## src/aeqc_defines.svh

```systemverilog
// register offsets, field positions, reset values and limits of the equalizer control block
`ifndef AEQC_DEFINES_SVH
`define AEQC_DEFINES_SVH
// -------------------------------------------------------------------
// register offsets
// -------------------------------------------------------------------
`define AEQC_ADDR_RSVD_A 8'h40
`define AEQC_ADDR_FILTER 8'h41
`define AEQC_ADDR_CTL 8'h42
`define AEQC_ADDR_THRESH 8'h43
// -------------------------------------------------------------------
// field positions
// -------------------------------------------------------------------
`define AEQC_UPPER_MSB 7
`define AEQC_UPPER_LSB 4
`define AEQC_LOWER_MSB 3
`define AEQC_LOWER_LSB 0
`define AEQC_ERRSEL_MSB 6
`define AEQC_ERRSEL_LSB 4
`define AEQC_ORDER_BIT 3
`define AEQC_TWO_STEP_BIT 2
`define AEQC_NESTING_BIT 1
`define AEQC_SWEEP_EN_BIT 0
// -------------------------------------------------------------------
// reset values
// -------------------------------------------------------------------
`define AEQC_UPPER_RST 4'ha
`define AEQC_LOWER_RST 4'h9
`define AEQC_ERRSEL_RST 3'h7
`define AEQC_ORDER_RST 1'h0
`define AEQC_TWO_STEP_RST 1'h0
`define AEQC_NESTING_RST 1'h0
`define AEQC_SWEEP_EN_RST 1'h1
`define AEQC_THRESH_RST 8'h01
// -------------------------------------------------------------------
// setting ranges and timer width
// -------------------------------------------------------------------
`define AEQC_FILTER_CENTRE 4'h7
`define AEQC_FILTER_TOP 4'he
`define AEQC_EQ_BOT 4'h0
`define AEQC_EQ_TOP 4'hf
`define AEQC_PERIOD_W 20
`endif

```

## src/aeqc_pkg.sv

```systemverilog
// state types of the equalizer control block
package aeqc_pkg;
  // -------------------------------------------------------------------
  // adaptation sequencer
  // -------------------------------------------------------------------
  typedef enum logic [1:0] {
    AEQC_IDLE,
    AEQC_SETTLE,
    AEQC_CHECK,
    AEQC_MONITOR
  } aeqc_state_t;

  typedef struct packed {
    aeqc_state_t fsm;
    logic [3:0] eq;
    logic [3:0] filt;
    logic [19:0] timer;
  } aeqc_ctl_t;

  // -------------------------------------------------------------------
  // register file and error accumulator
  // -------------------------------------------------------------------
  typedef struct packed {
    logic [3:0] upper;
    logic [3:0] lower;
    logic [2:0] err_sel;
    logic order;
    logic two_step;
    logic nesting;
    logic sweep_en;
    logic [7:0] threshold;
    logic [7:0] rdata;
  } aeqc_reg_t;

  typedef struct packed {
    logic [7:0] count;
    logic over;
  } aeqc_acc_t;
endpackage

```

## src/aeqc_top.sv

```systemverilog
// adaptive equalizer control: registers, sweep sequencer and error checking
// Operation
// - filter upper limit bits 7:4, reset 0xA
// - filter lower limit bits 3:0, reset 0x9
// - filter setting kept within limits while lower <= upper
// - error select bits 6:4 enable checks
// - errors counted over half relock period
// - count above threshold raises equalizer setting
// - two-step mode validates candidates with errors
// - bit 3 picks filter sweep start point
// - one-step waits full period, checks lock
// - two-step waits half, then monitors half
// - error in second step advances immediately
// - bit 1 picks which sweep is outer
// - bit 0 enables filter sweeping, reset 1
// - error threshold 8 bits, reset 1, nonzero
`timescale 1ns/1ps
`include "aeqc_defines.svh"
module aeqc_top (
  input wire logic core_clk,
  input wire logic rst,
  input wire logic [7:0] reg_addr,
  input wire logic reg_wr,
  input wire logic [7:0] reg_wdata,
  input wire logic reg_rd,
  output logic [7:0] reg_rdata,
  input wire logic [`AEQC_PERIOD_W-1:0] relock_period,
  input wire logic adapt_start,
  input wire logic link_lock,
  input wire logic err_clock_bit,
  input wire logic err_sequence,
  input wire logic err_parity,
  output logic [3:0] eq_setting,
  output logic [3:0] sample_phase_filter,
  output logic adapt_busy,
  output logic adapt_locked
);
  // -------------------------------------------------------------------
  // configuration from the register file
  // -------------------------------------------------------------------
  logic [3:0] hi;
  logic [3:0] lo;
  logic [2:0] err_sel;
  logic order;
  logic two_step;
  logic nesting;
  logic sweep_en;
  logic [7:0] threshold;

  aeqc_regs u_aeqc_regs (
    .core_clk(core_clk),
    .rst(rst),
    .reg_addr(reg_addr),
    .reg_wr(reg_wr),
    .reg_wdata(reg_wdata),
    .reg_rd(reg_rd),
    .reg_rdata(reg_rdata),
    .phase_filter_upper_limit(hi),
    .phase_filter_lower_limit(lo),
    .adapt_error_check_select(err_sel),
    .filter_sweep_order(order),
    .two_step_validation_enable(two_step),
    .loop_nesting_select(nesting),
    .filter_sweep_enable(sweep_en),
    .adapt_error_threshold(threshold)
  );

  // -------------------------------------------------------------------
  // state and timing
  // -------------------------------------------------------------------
  aeqc_pkg::aeqc_ctl_t s;
  aeqc_pkg::aeqc_ctl_t next_s;
  logic [`AEQC_PERIOD_W-1:0] half_len;
  logic [`AEQC_PERIOD_W-1:0] full_len;
  logic [`AEQC_PERIOD_W-1:0] wait_len;
  logic settle_done;
  logic half_done;
  logic acc_clear;
  logic window_end;
  logic err_seen;
  logic over_threshold;
  logic [3:0] hi_eff;
  logic [3:0] start_filt;
  logic [3:0] adv_eq;
  logic [3:0] adv_filt;

  // full and half periods from the relock period, never below one cycle
  assign half_len = (relock_period[`AEQC_PERIOD_W-1:1] == 19'h0) ? 20'h00001 :
                    {1'h0, relock_period[`AEQC_PERIOD_W-1:1]};
  assign full_len = (relock_period == 20'h00000) ? 20'h00001 : relock_period;
  assign wait_len = two_step ? half_len : full_len;
  assign settle_done = s.timer >= wait_len - 20'h00001;
  assign half_done = s.timer >= half_len - 20'h00001;

  // -------------------------------------------------------------------
  // error accumulation
  // -------------------------------------------------------------------
  // counting runs only while watching a locked link in the monitor state
  assign acc_clear = (s.fsm != aeqc_pkg::AEQC_MONITOR);
  assign window_end = (s.fsm == aeqc_pkg::AEQC_MONITOR) && half_done;

  aeqc_err_acc u_aeqc_err_acc (
    .core_clk(core_clk),
    .rst(rst),
    .clear(acc_clear),
    .window_end(window_end),
    .err_vec({err_clock_bit, err_sequence, err_parity}),
    .err_select(err_sel),
    .threshold(threshold),
    .err_seen(err_seen),
    .over_threshold(over_threshold),
    .err_count()
  );

  // -------------------------------------------------------------------
  // filter helpers
  // -------------------------------------------------------------------
  // keep a setting inside the programmed window
  function automatic logic [3:0] clamp_filt(input logic [3:0] f, input logic [3:0] l, input logic [3:0] h);
    logic [3:0] r;
    r = f;
    if (f > h) begin
      r = h;
    end
    if (r < l) begin
      r = l;
    end
    return r;
  endfunction

  // next filter candidate, wrapping inside the window
  function automatic logic [3:0] step_filt(input logic [3:0] f, input logic [3:0] l, input logic [3:0] h,
                                           input logic ord);
    logic [3:0] r;
    r = f;
    if (!ord) begin
      r = (f <= l) ? h : f - 4'h1;
    end else begin
      r = (f >= h) ? l : f + 4'h1;
    end
    return r;
  endfunction

  // upper limit capped to the legal top, and the sweep start point
  assign hi_eff = (hi > `AEQC_FILTER_TOP) ? `AEQC_FILTER_TOP : hi;
  assign start_filt = order ? clamp_filt(`AEQC_FILTER_CENTRE, lo, hi_eff) : hi_eff;

  // -------------------------------------------------------------------
  // next candidate of the two nested sweeps
  // -------------------------------------------------------------------
  always_comb begin
    adv_eq = s.eq;
    adv_filt = s.filt;
    if (!sweep_en) begin
      adv_eq = (s.eq >= `AEQC_EQ_TOP) ? `AEQC_EQ_BOT : s.eq + 4'h1;
    end else if (!nesting) begin
      // equalizer inner, filter steps when the equalizer wraps
      if (s.eq >= `AEQC_EQ_TOP) begin
        adv_eq = `AEQC_EQ_BOT;
        adv_filt = step_filt(s.filt, lo, hi_eff, order);
      end else begin
        adv_eq = s.eq + 4'h1;
      end
    end else begin
      // filter inner, equalizer steps when the filter sweep closes
      if (step_filt(s.filt, lo, hi_eff, order) == start_filt) begin
        adv_filt = start_filt;
        adv_eq = (s.eq >= `AEQC_EQ_TOP) ? `AEQC_EQ_BOT : s.eq + 4'h1;
      end else begin
        adv_filt = step_filt(s.filt, lo, hi_eff, order);
      end
    end
  end

  // -------------------------------------------------------------------
  // adaptation sequencer
  // -------------------------------------------------------------------
  always_comb begin
    next_s = s;
    next_s.timer = s.timer + 20'h00001;
    case (s.fsm)
      aeqc_pkg::AEQC_IDLE: begin
        next_s.timer = 20'h00000;
      end
      aeqc_pkg::AEQC_SETTLE: begin
        if (settle_done) begin
          next_s.timer = 20'h00000;
          if (!link_lock) begin
            next_s.eq = adv_eq;
            next_s.filt = adv_filt;
          end else if (two_step) begin
            next_s.fsm = aeqc_pkg::AEQC_CHECK;
          end else begin
            next_s.fsm = aeqc_pkg::AEQC_MONITOR;
          end
        end
      end
      aeqc_pkg::AEQC_CHECK: begin
        if (err_seen || (half_done && !link_lock)) begin
          next_s.fsm = aeqc_pkg::AEQC_SETTLE;
          next_s.timer = 20'h00000;
          next_s.eq = adv_eq;
          next_s.filt = adv_filt;
        end else if (half_done) begin
          next_s.fsm = aeqc_pkg::AEQC_MONITOR;
          next_s.timer = 20'h00000;
        end
      end
      aeqc_pkg::AEQC_MONITOR: begin
        if (!link_lock) begin
          next_s.fsm = aeqc_pkg::AEQC_SETTLE;
          next_s.timer = 20'h00000;
          next_s.eq = adv_eq;
          next_s.filt = adv_filt;
        end else if (over_threshold && s.eq < `AEQC_EQ_TOP) begin
          next_s.fsm = aeqc_pkg::AEQC_SETTLE;
          next_s.timer = 20'h00000;
          next_s.eq = s.eq + 4'h1;
        end else if (window_end) begin
          next_s.timer = 20'h00000;
        end
      end
      default: begin
        next_s.fsm = aeqc_pkg::AEQC_IDLE;
      end
    endcase
    // a start request restarts the sweep from its first candidate
    if (adapt_start) begin
      next_s.fsm = aeqc_pkg::AEQC_SETTLE;
      next_s.timer = 20'h00000;
      next_s.eq = `AEQC_EQ_BOT;
      next_s.filt = sweep_en ? start_filt : s.filt;
    end
    // host keeps lo <= hi; the clamp is then the window itself
    next_s.filt = clamp_filt(next_s.filt, lo, hi_eff);
  end

  always_ff @(posedge core_clk) begin
    if (rst) begin
      s.fsm <= aeqc_pkg::AEQC_IDLE;
      s.eq <= `AEQC_EQ_BOT;
      s.filt <= `AEQC_FILTER_CENTRE;
      s.timer <= 20'h00000;
    end else begin
      s <= next_s;
    end
  end

  // -------------------------------------------------------------------
  // outputs
  // -------------------------------------------------------------------
  assign eq_setting = s.eq;
  assign sample_phase_filter = s.filt;
  assign adapt_busy = (s.fsm == aeqc_pkg::AEQC_SETTLE) || (s.fsm == aeqc_pkg::AEQC_CHECK);
  assign adapt_locked = (s.fsm == aeqc_pkg::AEQC_MONITOR);
endmodule

```

## src/aeqc_regs.sv

```systemverilog
// register file of the equalizer control block
`timescale 1ns/1ps
`include "aeqc_defines.svh"
module aeqc_regs (
  input wire logic core_clk,
  input wire logic rst,
  input wire logic [7:0] reg_addr,
  input wire logic reg_wr,
  input wire logic [7:0] reg_wdata,
  input wire logic reg_rd,
  output logic [7:0] reg_rdata,
  output logic [3:0] phase_filter_upper_limit,
  output logic [3:0] phase_filter_lower_limit,
  output logic [2:0] adapt_error_check_select,
  output logic filter_sweep_order,
  output logic two_step_validation_enable,
  output logic loop_nesting_select,
  output logic filter_sweep_enable,
  output logic [7:0] adapt_error_threshold
);
  aeqc_pkg::aeqc_reg_t s;
  aeqc_pkg::aeqc_reg_t next_s;

  // -------------------------------------------------------------------
  // write decode and registered read data
  // -------------------------------------------------------------------
  always_comb begin
    next_s = s;
    if (reg_wr) begin
      case (reg_addr)
        `AEQC_ADDR_FILTER: begin
          next_s.upper = reg_wdata[`AEQC_UPPER_MSB:`AEQC_UPPER_LSB];
          next_s.lower = reg_wdata[`AEQC_LOWER_MSB:`AEQC_LOWER_LSB];
        end
        `AEQC_ADDR_CTL: begin
          next_s.err_sel = reg_wdata[`AEQC_ERRSEL_MSB:`AEQC_ERRSEL_LSB];
          next_s.order = reg_wdata[`AEQC_ORDER_BIT];
          next_s.two_step = reg_wdata[`AEQC_TWO_STEP_BIT];
          next_s.nesting = reg_wdata[`AEQC_NESTING_BIT];
          next_s.sweep_en = reg_wdata[`AEQC_SWEEP_EN_BIT];
        end
        `AEQC_ADDR_THRESH: begin
          next_s.threshold = reg_wdata;
        end
        default: begin
          next_s.rdata = s.rdata; // reserved and unmapped writes dropped
        end
      endcase
    end
    if (reg_rd) begin
      case (reg_addr)
        `AEQC_ADDR_FILTER: next_s.rdata = {s.upper, s.lower};
        `AEQC_ADDR_CTL: next_s.rdata = {1'h0, s.err_sel, s.order, s.two_step, s.nesting, s.sweep_en};
        `AEQC_ADDR_THRESH: next_s.rdata = s.threshold;
        default: next_s.rdata = 8'h00; // reserved space reads zero
      endcase
    end
  end

  // state register with reset values
  always_ff @(posedge core_clk) begin
    if (rst) begin
      s.upper <= `AEQC_UPPER_RST;
      s.lower <= `AEQC_LOWER_RST;
      s.err_sel <= `AEQC_ERRSEL_RST;
      s.order <= `AEQC_ORDER_RST;
      s.two_step <= `AEQC_TWO_STEP_RST;
      s.nesting <= `AEQC_NESTING_RST;
      s.sweep_en <= `AEQC_SWEEP_EN_RST;
      s.threshold <= `AEQC_THRESH_RST;
      s.rdata <= 8'h00;
    end else begin
      s <= next_s;
    end
  end

  assign reg_rdata = s.rdata;
  assign phase_filter_upper_limit = s.upper;
  assign phase_filter_lower_limit = s.lower;
  assign adapt_error_check_select = s.err_sel;
  assign filter_sweep_order = s.order;
  assign two_step_validation_enable = s.two_step;
  assign loop_nesting_select = s.nesting;
  assign filter_sweep_enable = s.sweep_en;
  assign adapt_error_threshold = s.threshold;
endmodule

```

## src/aeqc_err_acc.sv

```systemverilog
// link error accumulator with threshold compare
`timescale 1ns/1ps
module aeqc_err_acc (
  input wire logic core_clk,
  input wire logic rst,
  input wire logic clear,
  input wire logic window_end,
  input wire logic [2:0] err_vec,
  input wire logic [2:0] err_select,
  input wire logic [7:0] threshold,
  output logic err_seen,
  output logic over_threshold,
  output logic [7:0] err_count
);
  aeqc_pkg::aeqc_acc_t s;
  aeqc_pkg::aeqc_acc_t next_s;
  logic [8:0] total;

  // any selected error in this cycle
  assign err_seen = |(err_vec & err_select);
  assign total = {1'h0, s.count} + {8'h00, err_seen};

  // -------------------------------------------------------------------
  // count over the window, compare at its end
  // -------------------------------------------------------------------
  always_comb begin
    next_s = s;
    next_s.over = 1'h0;
    if (clear) begin
      next_s.count = 8'h00;
    end else if (window_end) begin
      next_s.over = (err_select != 3'h0) && (total > {1'h0, threshold});
      next_s.count = 8'h00;
    end else if (err_seen && s.count != 8'hff) begin
      next_s.count = total[7:0];
    end
  end

  always_ff @(posedge core_clk) begin
    if (rst) begin
      s <= '0;
    end else begin
      s <= next_s;
    end
  end

  assign over_threshold = s.over;
  assign err_count = s.count;
endmodule

```

## config.mk

```make
export PLATFORM = sky130hd
export DESIGN_NAME = aeqc_top
export DESIGN_NICKNAME = d
export VERILOG_FILES = /design/src/aeqc_pkg.sv /design/src/aeqc_top.sv /design/src/aeqc_regs.sv /design/src/aeqc_err_acc.sv
export VERILOG_INCLUDE_DIRS = /design/src /design/src/src
export SDC_FILE = /design/constraint.sdc
export NUM_CORES = 1
export LEC_CHECK = 0
export ABC_AREA = 1
export BUFFER_PORTS_ARGS = -buffer_cell sky130_fd_sc_hd__buf_2
export CAP_MARGIN = 10
export CORE_MARGIN = 2
export CORE_UTILIZATION = 60
export CTS_BUF_LIST = sky130_fd_sc_hd__clkbuf_16
export DETAILED_ROUTE_END_ITERATION = 7
export GPL_TIMING_DRIVEN = 1
export PLACE_DENSITY = 0.85
export SETUP_SLACK_MARGIN = 0.3
export SLEW_MARGIN = 25
export SYNTH_ARGS = -nofsm -noshare
export SYNTH_HDL_FRONTEND = slang
export SYNTH_SLANG_ARGS = --single-unit
```

## constraint.sdc

```tcl
create_clock -name core_clk -period 7.1 [get_ports core_clk]
set_input_delay 1.775 -clock core_clk [delete_from_list [all_inputs] [get_ports core_clk]]
set_output_delay 1.775 -clock core_clk [all_outputs]
set_load 0.02 [all_outputs]
```

==> results of run 1 <==
[state kept, by name, summed over array words and instances, names as in the netlist, 3 cells and up]
signal / cells
u_aeqc_regs.reg_rdata: 8
u_aeqc_regs.phase_filter_lower_limit: 4
u_aeqc_err_acc.err_count: 8
sample_phase_filter: 4
u_aeqc_regs.adapt_error_check_select: 3
u_aeqc_regs.phase_filter_upper_limit: 4
eq_setting: 4
s: 22
u_aeqc_regs.adapt_error_threshold: 8
[critical path: cells and delay by family]
family | cells | cell delay (ps)
AO/OA/AOI/OAI | 6 | 860
XOR/XNOR | 1 | 130
adder cells (fa/ha/maj) | 4 | 1040
buffers and inverters | 5 | 440
AND/OR/NAND/NOR | 26 | 2570
[power breakdown]
group,switching (mW),internal [mW]
Clock,0.175,0.306
Combinational,0.180,0.108
Sequential,0.0119,0.399
[per-layer routing]
layer  vias to the layer above  routed length [um]  global-route usage  part of all wire
li1                       3592                   -                   -                 -
met1                      3315                8277              0.3928              0.43
met2                       362                9084              0.4671              0.47
met3                        59                1512             0.03348             0.078
met4                         0                 568             0.07583             0.029
met5                         -                   0                   0                 0
[metrics by stage]
stage | cell area, um^2 | worst slack [ps] | instances | utilization | total power [mW]
final | 8144 | 467.1 | 1294 | 0.7447 | 1.179
after global routing | 8144 | 68.60 | 1294 | 0.7447 | 1.234
after CTS | 7626 | 308.3 | 1276 | 0.6974 | 1.135
after detailed placement | 7286 | -157.3 | 1259 | 0.6662 | 0.6581
after global placement | 7286 | 25.67 | 1259 | 0.6662 | 0.6525
after floorplan | 6802 | 601.4 | 1062 | - | 0.5937
[area by class of cell]
cell class | count | area share
well taps | 140 | 0.02151
inverters | 184 | 0.08511
repair buffers | 96 | 0.07236
clock inverters | 7 | 0.01106
multi-input cells | 788 | 0.6102
flip-flops and latches | 70 | 0.1721
clock buffers | 9 | 0.02765
[kinds of logic after synthesis]
logic type                 Yosys count  synth area share
DFF                                 70            0.2061
AOI/OAI and AO/OA                  176            0.1425
adders and majority gates           80            0.1472
buffers and inverters              204            0.1184
and+or+nand+nor                    476            0.3164
xor gates and xnor gates            53           0.06829
other                                2          0.001105
[cell usage in the layout, fill, tap and decap left out, drive strengths merged, types with 6 or more instances in the layout]
master  synthesis  layout
nand4          12      12
nor2           99      99
o21ai          65      65
xor2           42      42
nand3          63      63
nor3           15      15
nand2         267     267
nor4            8       8
dfxtp          70      70
ha             80      80
xnor2          11      11
buf            13      96
inv           183     185
clkbuf          7       9
nand3b          6       6
a21oi          86      86
[path summary, 6_finish.rpt]
| check | from | end | slack, ps | cells after the start |
|---|---|---|---|---|
| max | relock_period[8] | sample_phase_filter[1]$_SDFF_PP1_ | 470 | 42 |
| min | u_aeqc_regs.reg_rdata[1]$_SDFFE_PP0P_ | u_aeqc_regs.reg_rdata[1]$_SDFFE_PP0P_ | 460 | 2 |
| max reg2reg | u_aeqc_regs.two_step_validation_enable$_SDFFE_PP0P_ | sample_phase_filter[1]$_SDFF_PP1_ | 970 | 36 |
| min reg2reg | u_aeqc_regs.reg_rdata[1]$_SDFFE_PP0P_ | u_aeqc_regs.reg_rdata[1]$_SDFFE_PP0P_ | 460 | 2 |
[what timing repair did]
item	4_1_cts	5_1_grt
cloned	0	0
setup buffers	1	18
setup endpoints to repair	4	4
resized for setup	5	104
pin swaps	2	47
==> flow_metrics.tcl, run 1 <==
set metrics [dict create \
    synth_flop_cell "dfxtp_1" \
    fin_crit_sh 0.9342 \
    multi_input_area_mm2 0.004970 \
    finalHoldViolations 0 \
    synth_top_area_frac 0.2061 \
    tightestPinTransition_ps 789.3 \
    die_h_um 110.4 \
    crit_top_cell "nand2_2" \
    synthTopCellsByArea "dfxtp_1 21%, ha_1 15%, nand2_1 14%, inv_1 9.8%, a21oi_1 6.1%" \
    critical_path_class "primary input to register" \
    grt_usage 0.2835 \
    clk_latency_ps 330 \
    ys_ff_latch 70 \
    cts_tree "built" \
    initial_core_util 0.6216 \
    n_antenna_cell 0 \
    finalClockSkew_ps 9.783 \
    worst-path-max-fanout 7 \
    core-area_mm2 0.01094 \
    first_iter_violations 666 \
    grt_max_degree 24 \
    std_cell_rows 38 \
    grt_pass1_wl_um 29390 \
    drc_errors 0 \
    hpwl_um 13720 \
    drive_gt1_frac 0.1932 \
    cp-start-kind "primary input" \
    fmax_ghz 0.1508 \
    io_pins 63 \
    final.fill_count 834 \
    synth_area_mm2 0.006798 \
    clk_pin_slew_ps 60 \
    seq_area_mm2 0.001401 \
    vias 7328 \
    maxSlewViolCount 0 \
    wl_per_cell_um 15.02 \
    critPathArrivalTime_ps 6820 \
    seq_area_frac_synth 0.2061 \
    post-route-min-period_ps 6633 \
    synthTopCellsByCount "257 x nand2_1, 177 x inv_1, 92 x nor2_1" \
    synth-async-reset-ratio 0 \
    hold_slack_ps 461.3 \
    gp_congestion 0.9382 \
    grt_pass1_vias 6401 \
    areaGrowthSynthToFinish_pct 19.80 \
    postSynthCellCount 1061 \
    cts_max_level 3 \
    status "completed" \
    synth-edff-count 0 \
    hp-class "register to register" \
    postRouteAntennaNets 0 \
    yosysMostFrequentCell "nand2_1" \
    crit_required_ps 7280 \
    crit_path_end_kind "register" \
    grt_setup_unrepaired "false" \
    cts_root_buffer "clkbuf_16" \
    yosysTopAreaCell "dfxtp_1" \
    numPortBuffers 62 \
    dr.pass1.iters 6 \
    synth.distinct_cells 45 \
    critical_path.slowest_cell "ha_1" \
    power.density_mw_per_mm2 144.8 \
    die_w_um 110.4 \
    clock-sinks 70 \
    crit_path_max_incr_delay_ps 330 \
    avgViaCountPerCell 5.663 \
    dieArea_mm2 0.01220 \
    grt_antenna_before_repair 0 \
    drv_cap 0 \
    slew_headroom 0.4683 \
    irDropWorstVdd_v 0.0001374 \
    syn_area_per_cell_um2 6.407 \
    totalWireLength_um 19440 \
    overflow 0 \
    p_leak_nw 4.178 \
    ys_warn_count 0 \
    hold_buffers 0 \
    cts_buffer_depth 2 \
    final_nets 1274 \
    fin_setup_tns_ps 0 \
    cts_buffers 9 \
    setup-violations-final 0 \
]
Note: power is estimated with default switching activity, not from simulation.
==> run 2: changes to the inputs <==
HOLD_SLACK_MARGIN = 0.08   (was not set)
PLACE_DENSITY = 0.82   (was 0.85)
==> run 2 against run 1 <==
Compared with the run above:
- cell count up 0.15%
- non-clock buffer count up 2
- worst setup slack worse by 100 ps
- routed wire length about the same
- power down 2.3%
- sequential power about the same
- fmax down 1.5%
- worst hold slack better by 3.4 ps
- clock power down 6.4%
- largest power group unchanged
==> flow_metrics.tcl, run 2 (same netlist as run 1, synthesis figures left out) <==
set metrics [dict create \
    status "completed" \
    hold_slack_ps 464.7 \
    route.met2.wl_um 8949 \
    tightestPinTransition_ps 672.2 \
    postRouteAntennaNets 0 \
    multi_input_area_mm2 0.004962 \
    largest_register_ffs 22 \
    critical_path.slowest_cell "nor4_4" \
    cts_tree "built" \
    dr.pass1.iters 5 \
    power.density_mw_per_mm2 140.5 \
    hpwl_um 13670 \
    overflow 0 \
    grt_antenna_before_repair 0 \
    final_core_util 0.7500 \
    finalClockSkew_ps 7.424 \
    std_cell_rows 38 \
    finalHoldViolations 0 \
    regToRegStartpoint "u_aeqc_regs.two_step_validation_enable$_SDFFE_PP0P_" \
    crit_required_ps 7290 \
    wl_per_cell_um 15.01 \
    n_antenna_cell 0 \
    p_leak_nw 4.161 \
    slew_headroom 0.5514 \
    pre_cts_slack_ps -212.6 \
    cts_buffer_depth 2 \
    grt_usage 0.2768 \
    fmax_ghz 0.1485 \
    drv_cap 0 \
    wl_met1_um 8315 \
    die_w_um 110.4 \
    gp_congestion 0.9788 \
    numPortBuffers 62 \
    grt_max_degree 24 \
    cts_root_buffer "clkbuf_16" \
    reg2regPathDepth 36 \
    layout.cells.most_common_list "245 x nand2_1, 166 x inv_1, 78 x nor2_1" \
    critical_path_class "primary input to register" \
    worst-path-max-fanout 6 \
    hold_buffers 0 \
    whs_endpoint "u_aeqc_regs.reg_rdata[1]$_SDFFE_PP0P_" \
    maxSlewViolCount 0 \
    ff2ff_setup_slack_ps 1040 \
    final_nets 1276 \
    grt_pass1_wl_um 28580 \
    dpl_cell_area_mm2 0.007286 \
    top_layer "met4" \
    cts_max_level 3 \
    setup-violations-final 0 \
    clk_pin_slew_ps 60 \
    hp-class "register to register" \
    mostFrequentLayoutCell "nand2_1" \
    crit_top_cell "nand2_2" \
    die_h_um 110.4 \
    drc_errors 0 \
    hold_depth 2 \
    route.met3.wl_um 1622 \
    seq_area_mm2 0.001401 \
    fin_setup_tns_ps 0 \
    holdCritStartpoint "u_aeqc_regs.reg_rdata[1]$_SDFFE_PP0P_" \
    totalWireLength_um 19460 \
    fin_crit_sh 0.9488 \
    grt_pass1_vias 6228 \
    drive_gt1_frac 0.1990 \
    avgViaCountPerCell 5.591 \
    layout_setup_ws_ps 363.8 \
    initial_core_util 0.6216 \
    post-route-min-period_ps 6736 \
    design_area_mm2 0.008202 \
    critPathArrivalTime_ps 6920 \
    areaGrowthSynthToFinish_pct 20.65 \
    final.fill_count 849 \
    irDropWorstVdd_v 0.0001627 \
    cp-start-kind "primary input" \
    clk_latency_ps 340 \
    clock-sinks 70 \
    crit_path_max_incr_delay_ps 380 \
    crit_path_end_kind "register" \
    vias 7246 \
    first_iter_violations 630 \
    cts_buffers 9 \
    grt_setup_unrepaired "false" \
    regMostFlops "s" \
    io_pins 63 \
    dieArea_mm2 0.01220 \
    core-area_mm2 0.01094 \
    rr_endpoint "sample_phase_filter[2]$_SDFF_PP1_" \
]
-- run 2: cell types whose count changed in the layout (fill, tap and decap cells not counted), moves of 4 or more --
| cell | delta |
|---|---|
| buf_4 | -7 |
| buf_6 | +10 |
| nand2_1 | +4 |
| nand2_2 | -4 |
| nor2_4 | +4 |
| o21ai_2 | +5 |
-- run 2: final cells by class --
| type | count | area share |
|---|---|---|
| flip-flops and latches | 70 | 0.1709 |
| multi-input cells | 788 | 0.6050 |
| inverters | 184 | 0.08543 |
| clock inverters | 7 | 0.008848 |
| well taps | 140 | 0.02136 |
| clock buffers | 9 | 0.02746 |
| repair buffers | 98 | 0.08101 |
-- run 2: how the worst max path moves through the flow --
stage	start	end	slack [ps]
finish	relock_period[3]	sample_phase_filter[2]$_SDFF_PP1_	360
CTS	relock_period[13]	sample_phase_filter[3]$_SDFF_PP0_	290
global placement	relock_period[13]	sample_phase_filter[3]$_SDFF_PP0_	20
floorplan	relock_period[16]	sample_phase_filter[3]$_SDFF_PP0_	600
detailed placement	relock_period[13]	sample_phase_filter[3]$_SDFF_PP0_	-210
global route	relock_period[3]	sample_phase_filter[2]$_SDFF_PP1_	120
-- run 2: worst max-delay path: cells and delay by family --
kind	cells	cell delay, ps
AOI/OAI and AO/OA	6	980
xor gates and xnor gates	1	100
adders and majority gates	3	860
buffers and inverters	4	350
and+or+nand+nor	26	2820
-- run 2: power by group --
part	switching, mW	total, mW	internal (mW)
registers	0.0120	0.411	0.399
logic	0.179	0.292	0.113
clock network	0.177	0.450	0.273
-- run 2: stage by stage --
stage | total power, mW | instances
after floorplan | 0.5937 | 1062
after detailed placement | 0.6579 | 1259
after global placement | 0.6548 | 1259
final | 1.152 | 1296
after global routing | 1.204 | 1296
after CTS | 1.108 | 1276
-- run 2: timing repair --
| item | CTS | global route |
|---|---|---|
| endpoints found under the setup margin | 4 | 4 |
| resized for setup | 5 | 126 |
| setup buffers | 1 | 20 |
| pin swaps | 3 | 61 |
-- run 2: per-layer routing --
layer,global-route usage,vias up
met4,0.06583,0
li1,-,3604
met5,0,-
met1,0.3925,3274
met2,0.4409,306
met3,0.04446,62
==> run 3: changes to the inputs <==
SYNTH_HIERARCHICAL = 1   (was not set)
==> run 3 against run 2 <==
Compared with the run above:
- worst hold slack got worse by 1.0 ps
- routed wire length fell by 9.4%
- register-to-register slack improved by 320 ps
- die area rose by 6.0%
- largest power group is now sequential cells
- critical path depth rose by 2
- utilization fell by 6.4 points
- critical path type unchanged
==> flow_metrics.tcl, run 3 <==
set metrics [dict create \
    fin_setup_tns_ps 0 \
    gp_congestion 0.9794 \
    power_frac_comb 0.242 \
    grt_max_degree 28 \
    postSynthCellCount 1132 \
    synthTopCellsByCount "321 x nand2_1, 175 x inv_1, 85 x nand3_1" \
    ys_ff_latch 70 \
    synth_area_mm2 0.007222 \
    grt_setup_unrepaired "false" \
    dr.pass1.iters 5 \
    design_area_mm2 0.008139 \
    die_h_um 113.7 \
    cts_tree "built" \
    mostFrequentLayoutCell "nand2_1" \
    use_met1 0.3773 \
    hold_depth 2 \
    initial_core_util 0.6089 \
    maxSlewViolCount 0 \
    io_pins 63 \
    synth.distinct_cells 55 \
    ys_warn_count 6 \
    first_iter_violations 592 \
    regMostFlops "s" \
    drive_gt1_frac 0.1757 \
    die_w_um 113.7 \
    avgViaCountPerCell 5.351 \
    slew_headroom 0.5840 \
    grt_pass1_vias 6393 \
    grt_use_met2 0.4487 \
    synth-edff-count 0 \
    crit_required_ps 7310 \
    dp_cells 1337 \
    irDropWorstVdd_v 0.0001176 \
    finalClockSkew_ps 8.025 \
    power.density_mw_per_mm2 132.1 \
    grt_pass1_wl_um 28930 \
    critical_path.slowest_cell "ha_1" \
    hpwl_um 13630 \
    cts_root_buffer "clkbuf_16" \
    vias 7278 \
    clk_latency_ps 340 \
    critical_path_class "primary input to register" \
    cts_max_level 3 \
    yosysTopAreaCell "dfxtp_1" \
    clk_pin_slew_ps 60 \
    cts_buffer_depth 2 \
    reg2regPathDepth 38 \
    final_nets 1332 \
    power_frac_clock 0.376 \
    cp-start-kind "primary input" \
    clock-sinks 70 \
    overflow 0 \
    seq_area_mm2 0.001401 \
    met3_usage 0.03666 \
    totalWireLength_um 17630 \
    yosysMostFrequentCell "nand2_1" \
    post-route-min-period_ps 6524 \
    critPathArrivalTime_ps 6740 \
    hp-class "register to register" \
    synth_flop_cell "dfxtp_1" \
    synth-async-reset-ratio 0 \
    syn_area_per_cell_um2 6.380 \
    drc_errors 0 \
    fmax_ghz 0.1533 \
    power_frac_seq 0.383 \
    dpl_cell_area_mm2 0.007676 \
    dieArea_mm2 0.01293 \
    largest_register_ffs 22 \
    swShare 0.3218 \
    numPortBuffers 62 \
    multi_input_area_mm2 0.005114 \
    std_cell_rows 40 \
    switching_power_uw 345.9 \
    crit_path_end_kind "register" \
    wl_per_cell_um 12.96 \
    final_cell_count_no_fill 1360 \
    synthTopCellsByArea "dfxtp_1 19%, nand2_1 17%, ha_1 14%, inv_1 9.1%, nand3_1 5.9%" \
    grt_antenna_before_repair 0 \
    postRouteAntennaNets 0 \
    cts_buffers 9 \
    setup-violations-final 0 \
    tightestPinTransition_ps 620.6 \
    p_leak_nw 4.084 \
    final.fill_count 1091 \
    synth_top_area_frac 0.1940 \
    internal-power_uw 729.0 \
    layout.cells.most_common_list "317 x nand2_1, 175 x inv_1, 82 x nand3_1" \
    areaGrowthSynthToFinish_pct 12.70 \
    grt_usage 0.2723 \
    fin_crit_sh 0.9189 \
    core-area_mm2 0.01186 \
    finalHoldViolations 0 \
    crit_path_max_incr_delay_ps 300 \
    top_usage_layer "met2" \
    drv_cap 0 \
    seq_area_frac_synth 0.1940 \
    status "completed" \
    worst-path-max-fanout 7 \
]
[run 3: what timing repair did]
action,CTS,global route
pin swaps,1,9
cloned,0,0
hold buffers,0,0
setup endpoints to repair,4,4
buffers inserted,0,6
gates resized for setup,2,33
[run 3: stage by stage]
| step | util | hold slack [ps] | total power, mW | setup WS [ps] |
|---|---|---|---|---|
| after floorplan | - | 430.0 | 0.5938 | 571.9 |
| after global placement | 0.6472 | 443.6 | 0.6516 | 130.1 |
| after detailed placement | 0.6472 | 454.5 | 0.6565 | -102.8 |
| after CTS | 0.6701 | 465.3 | 1.060 | 305.1 |
| after global routing | 0.6860 | 482.8 | 1.126 | 185.4 |
| final | 0.6862 | 463.7 | 1.075 | 575.6 |
[run 3: power groups by stage]
stage	registers, mW	clock network (mW)	logic, mW
floorplan	0.414	0	0.180
CTS	0.410	0.410	0.240
finish	0.411	0.404	0.260
global placement	0.419	0	0.233
global route	0.412	0.423	0.291
detailed placement	0.419	0	0.237
[run 3: routing by layer]
metal  up-vias  wire length [um]
li1       3770                 -
met1      3233              8181
met2       240              8007
met3        35              1051
met4         0               388
met5         -                 0
[run 3: kinds of logic after synthesis]
| group | after synthesis | synth area share |
|---|---|---|
| AOI/OAI and AO/OA | 145 | 0.1182 |
| xor gates and xnor gates | 45 | 0.05457 |
| adders and majority gates | 80 | 0.1386 |
| buffers and inverters | 205 | 0.1190 |
| DFF | 70 | 0.1940 |
| other | 2 | 0.001040 |
| and+or+nand+nor | 585 | 0.3746 |
[run 3: worst paths after layout]
kind,start,end,slack (ps)
max,relock_period[10],sample_phase_filter[0]$_SDFF_PP1_,580
min,u_aeqc_regs/reg_rdata[1]$_SDFFE_PP0P_,u_aeqc_regs/reg_rdata[1]$_SDFFE_PP0P_,460
max reg2reg,u_aeqc_regs/two_step_validation_enable$_SDFFE_PP0P_,sample_phase_filter[0]$_SDFF_PP1_,1360
min reg2reg,u_aeqc_regs/reg_rdata[1]$_SDFFE_PP0P_,u_aeqc_regs/reg_rdata[1]$_SDFFE_PP0P_,460
[run 3: cell type report]
| class | instances | share of cell area |
|---|---|---|
| inverters | 185 | 0.08639 |
| flip-flops and latches | 70 | 0.1722 |
| clock inverters | 7 | 0.005073 |
| multi-input cells | 858 | 0.6283 |
| diodes | 1 | 0.0003075 |
| clock buffers | 9 | 0.02767 |
| repair buffers | 83 | 0.05749 |
| well taps | 147 | 0.02260 |
[run 3: critical path, delay by kind of cell]
kind,cells,cell delay (ps)
buffers and inverters,3,350
adder cells (fa/ha/maj),3,780
XOR/XNOR,1,180
AO/OA/AOI/OAI,7,890
AND/OR/NAND/NOR,28,2780
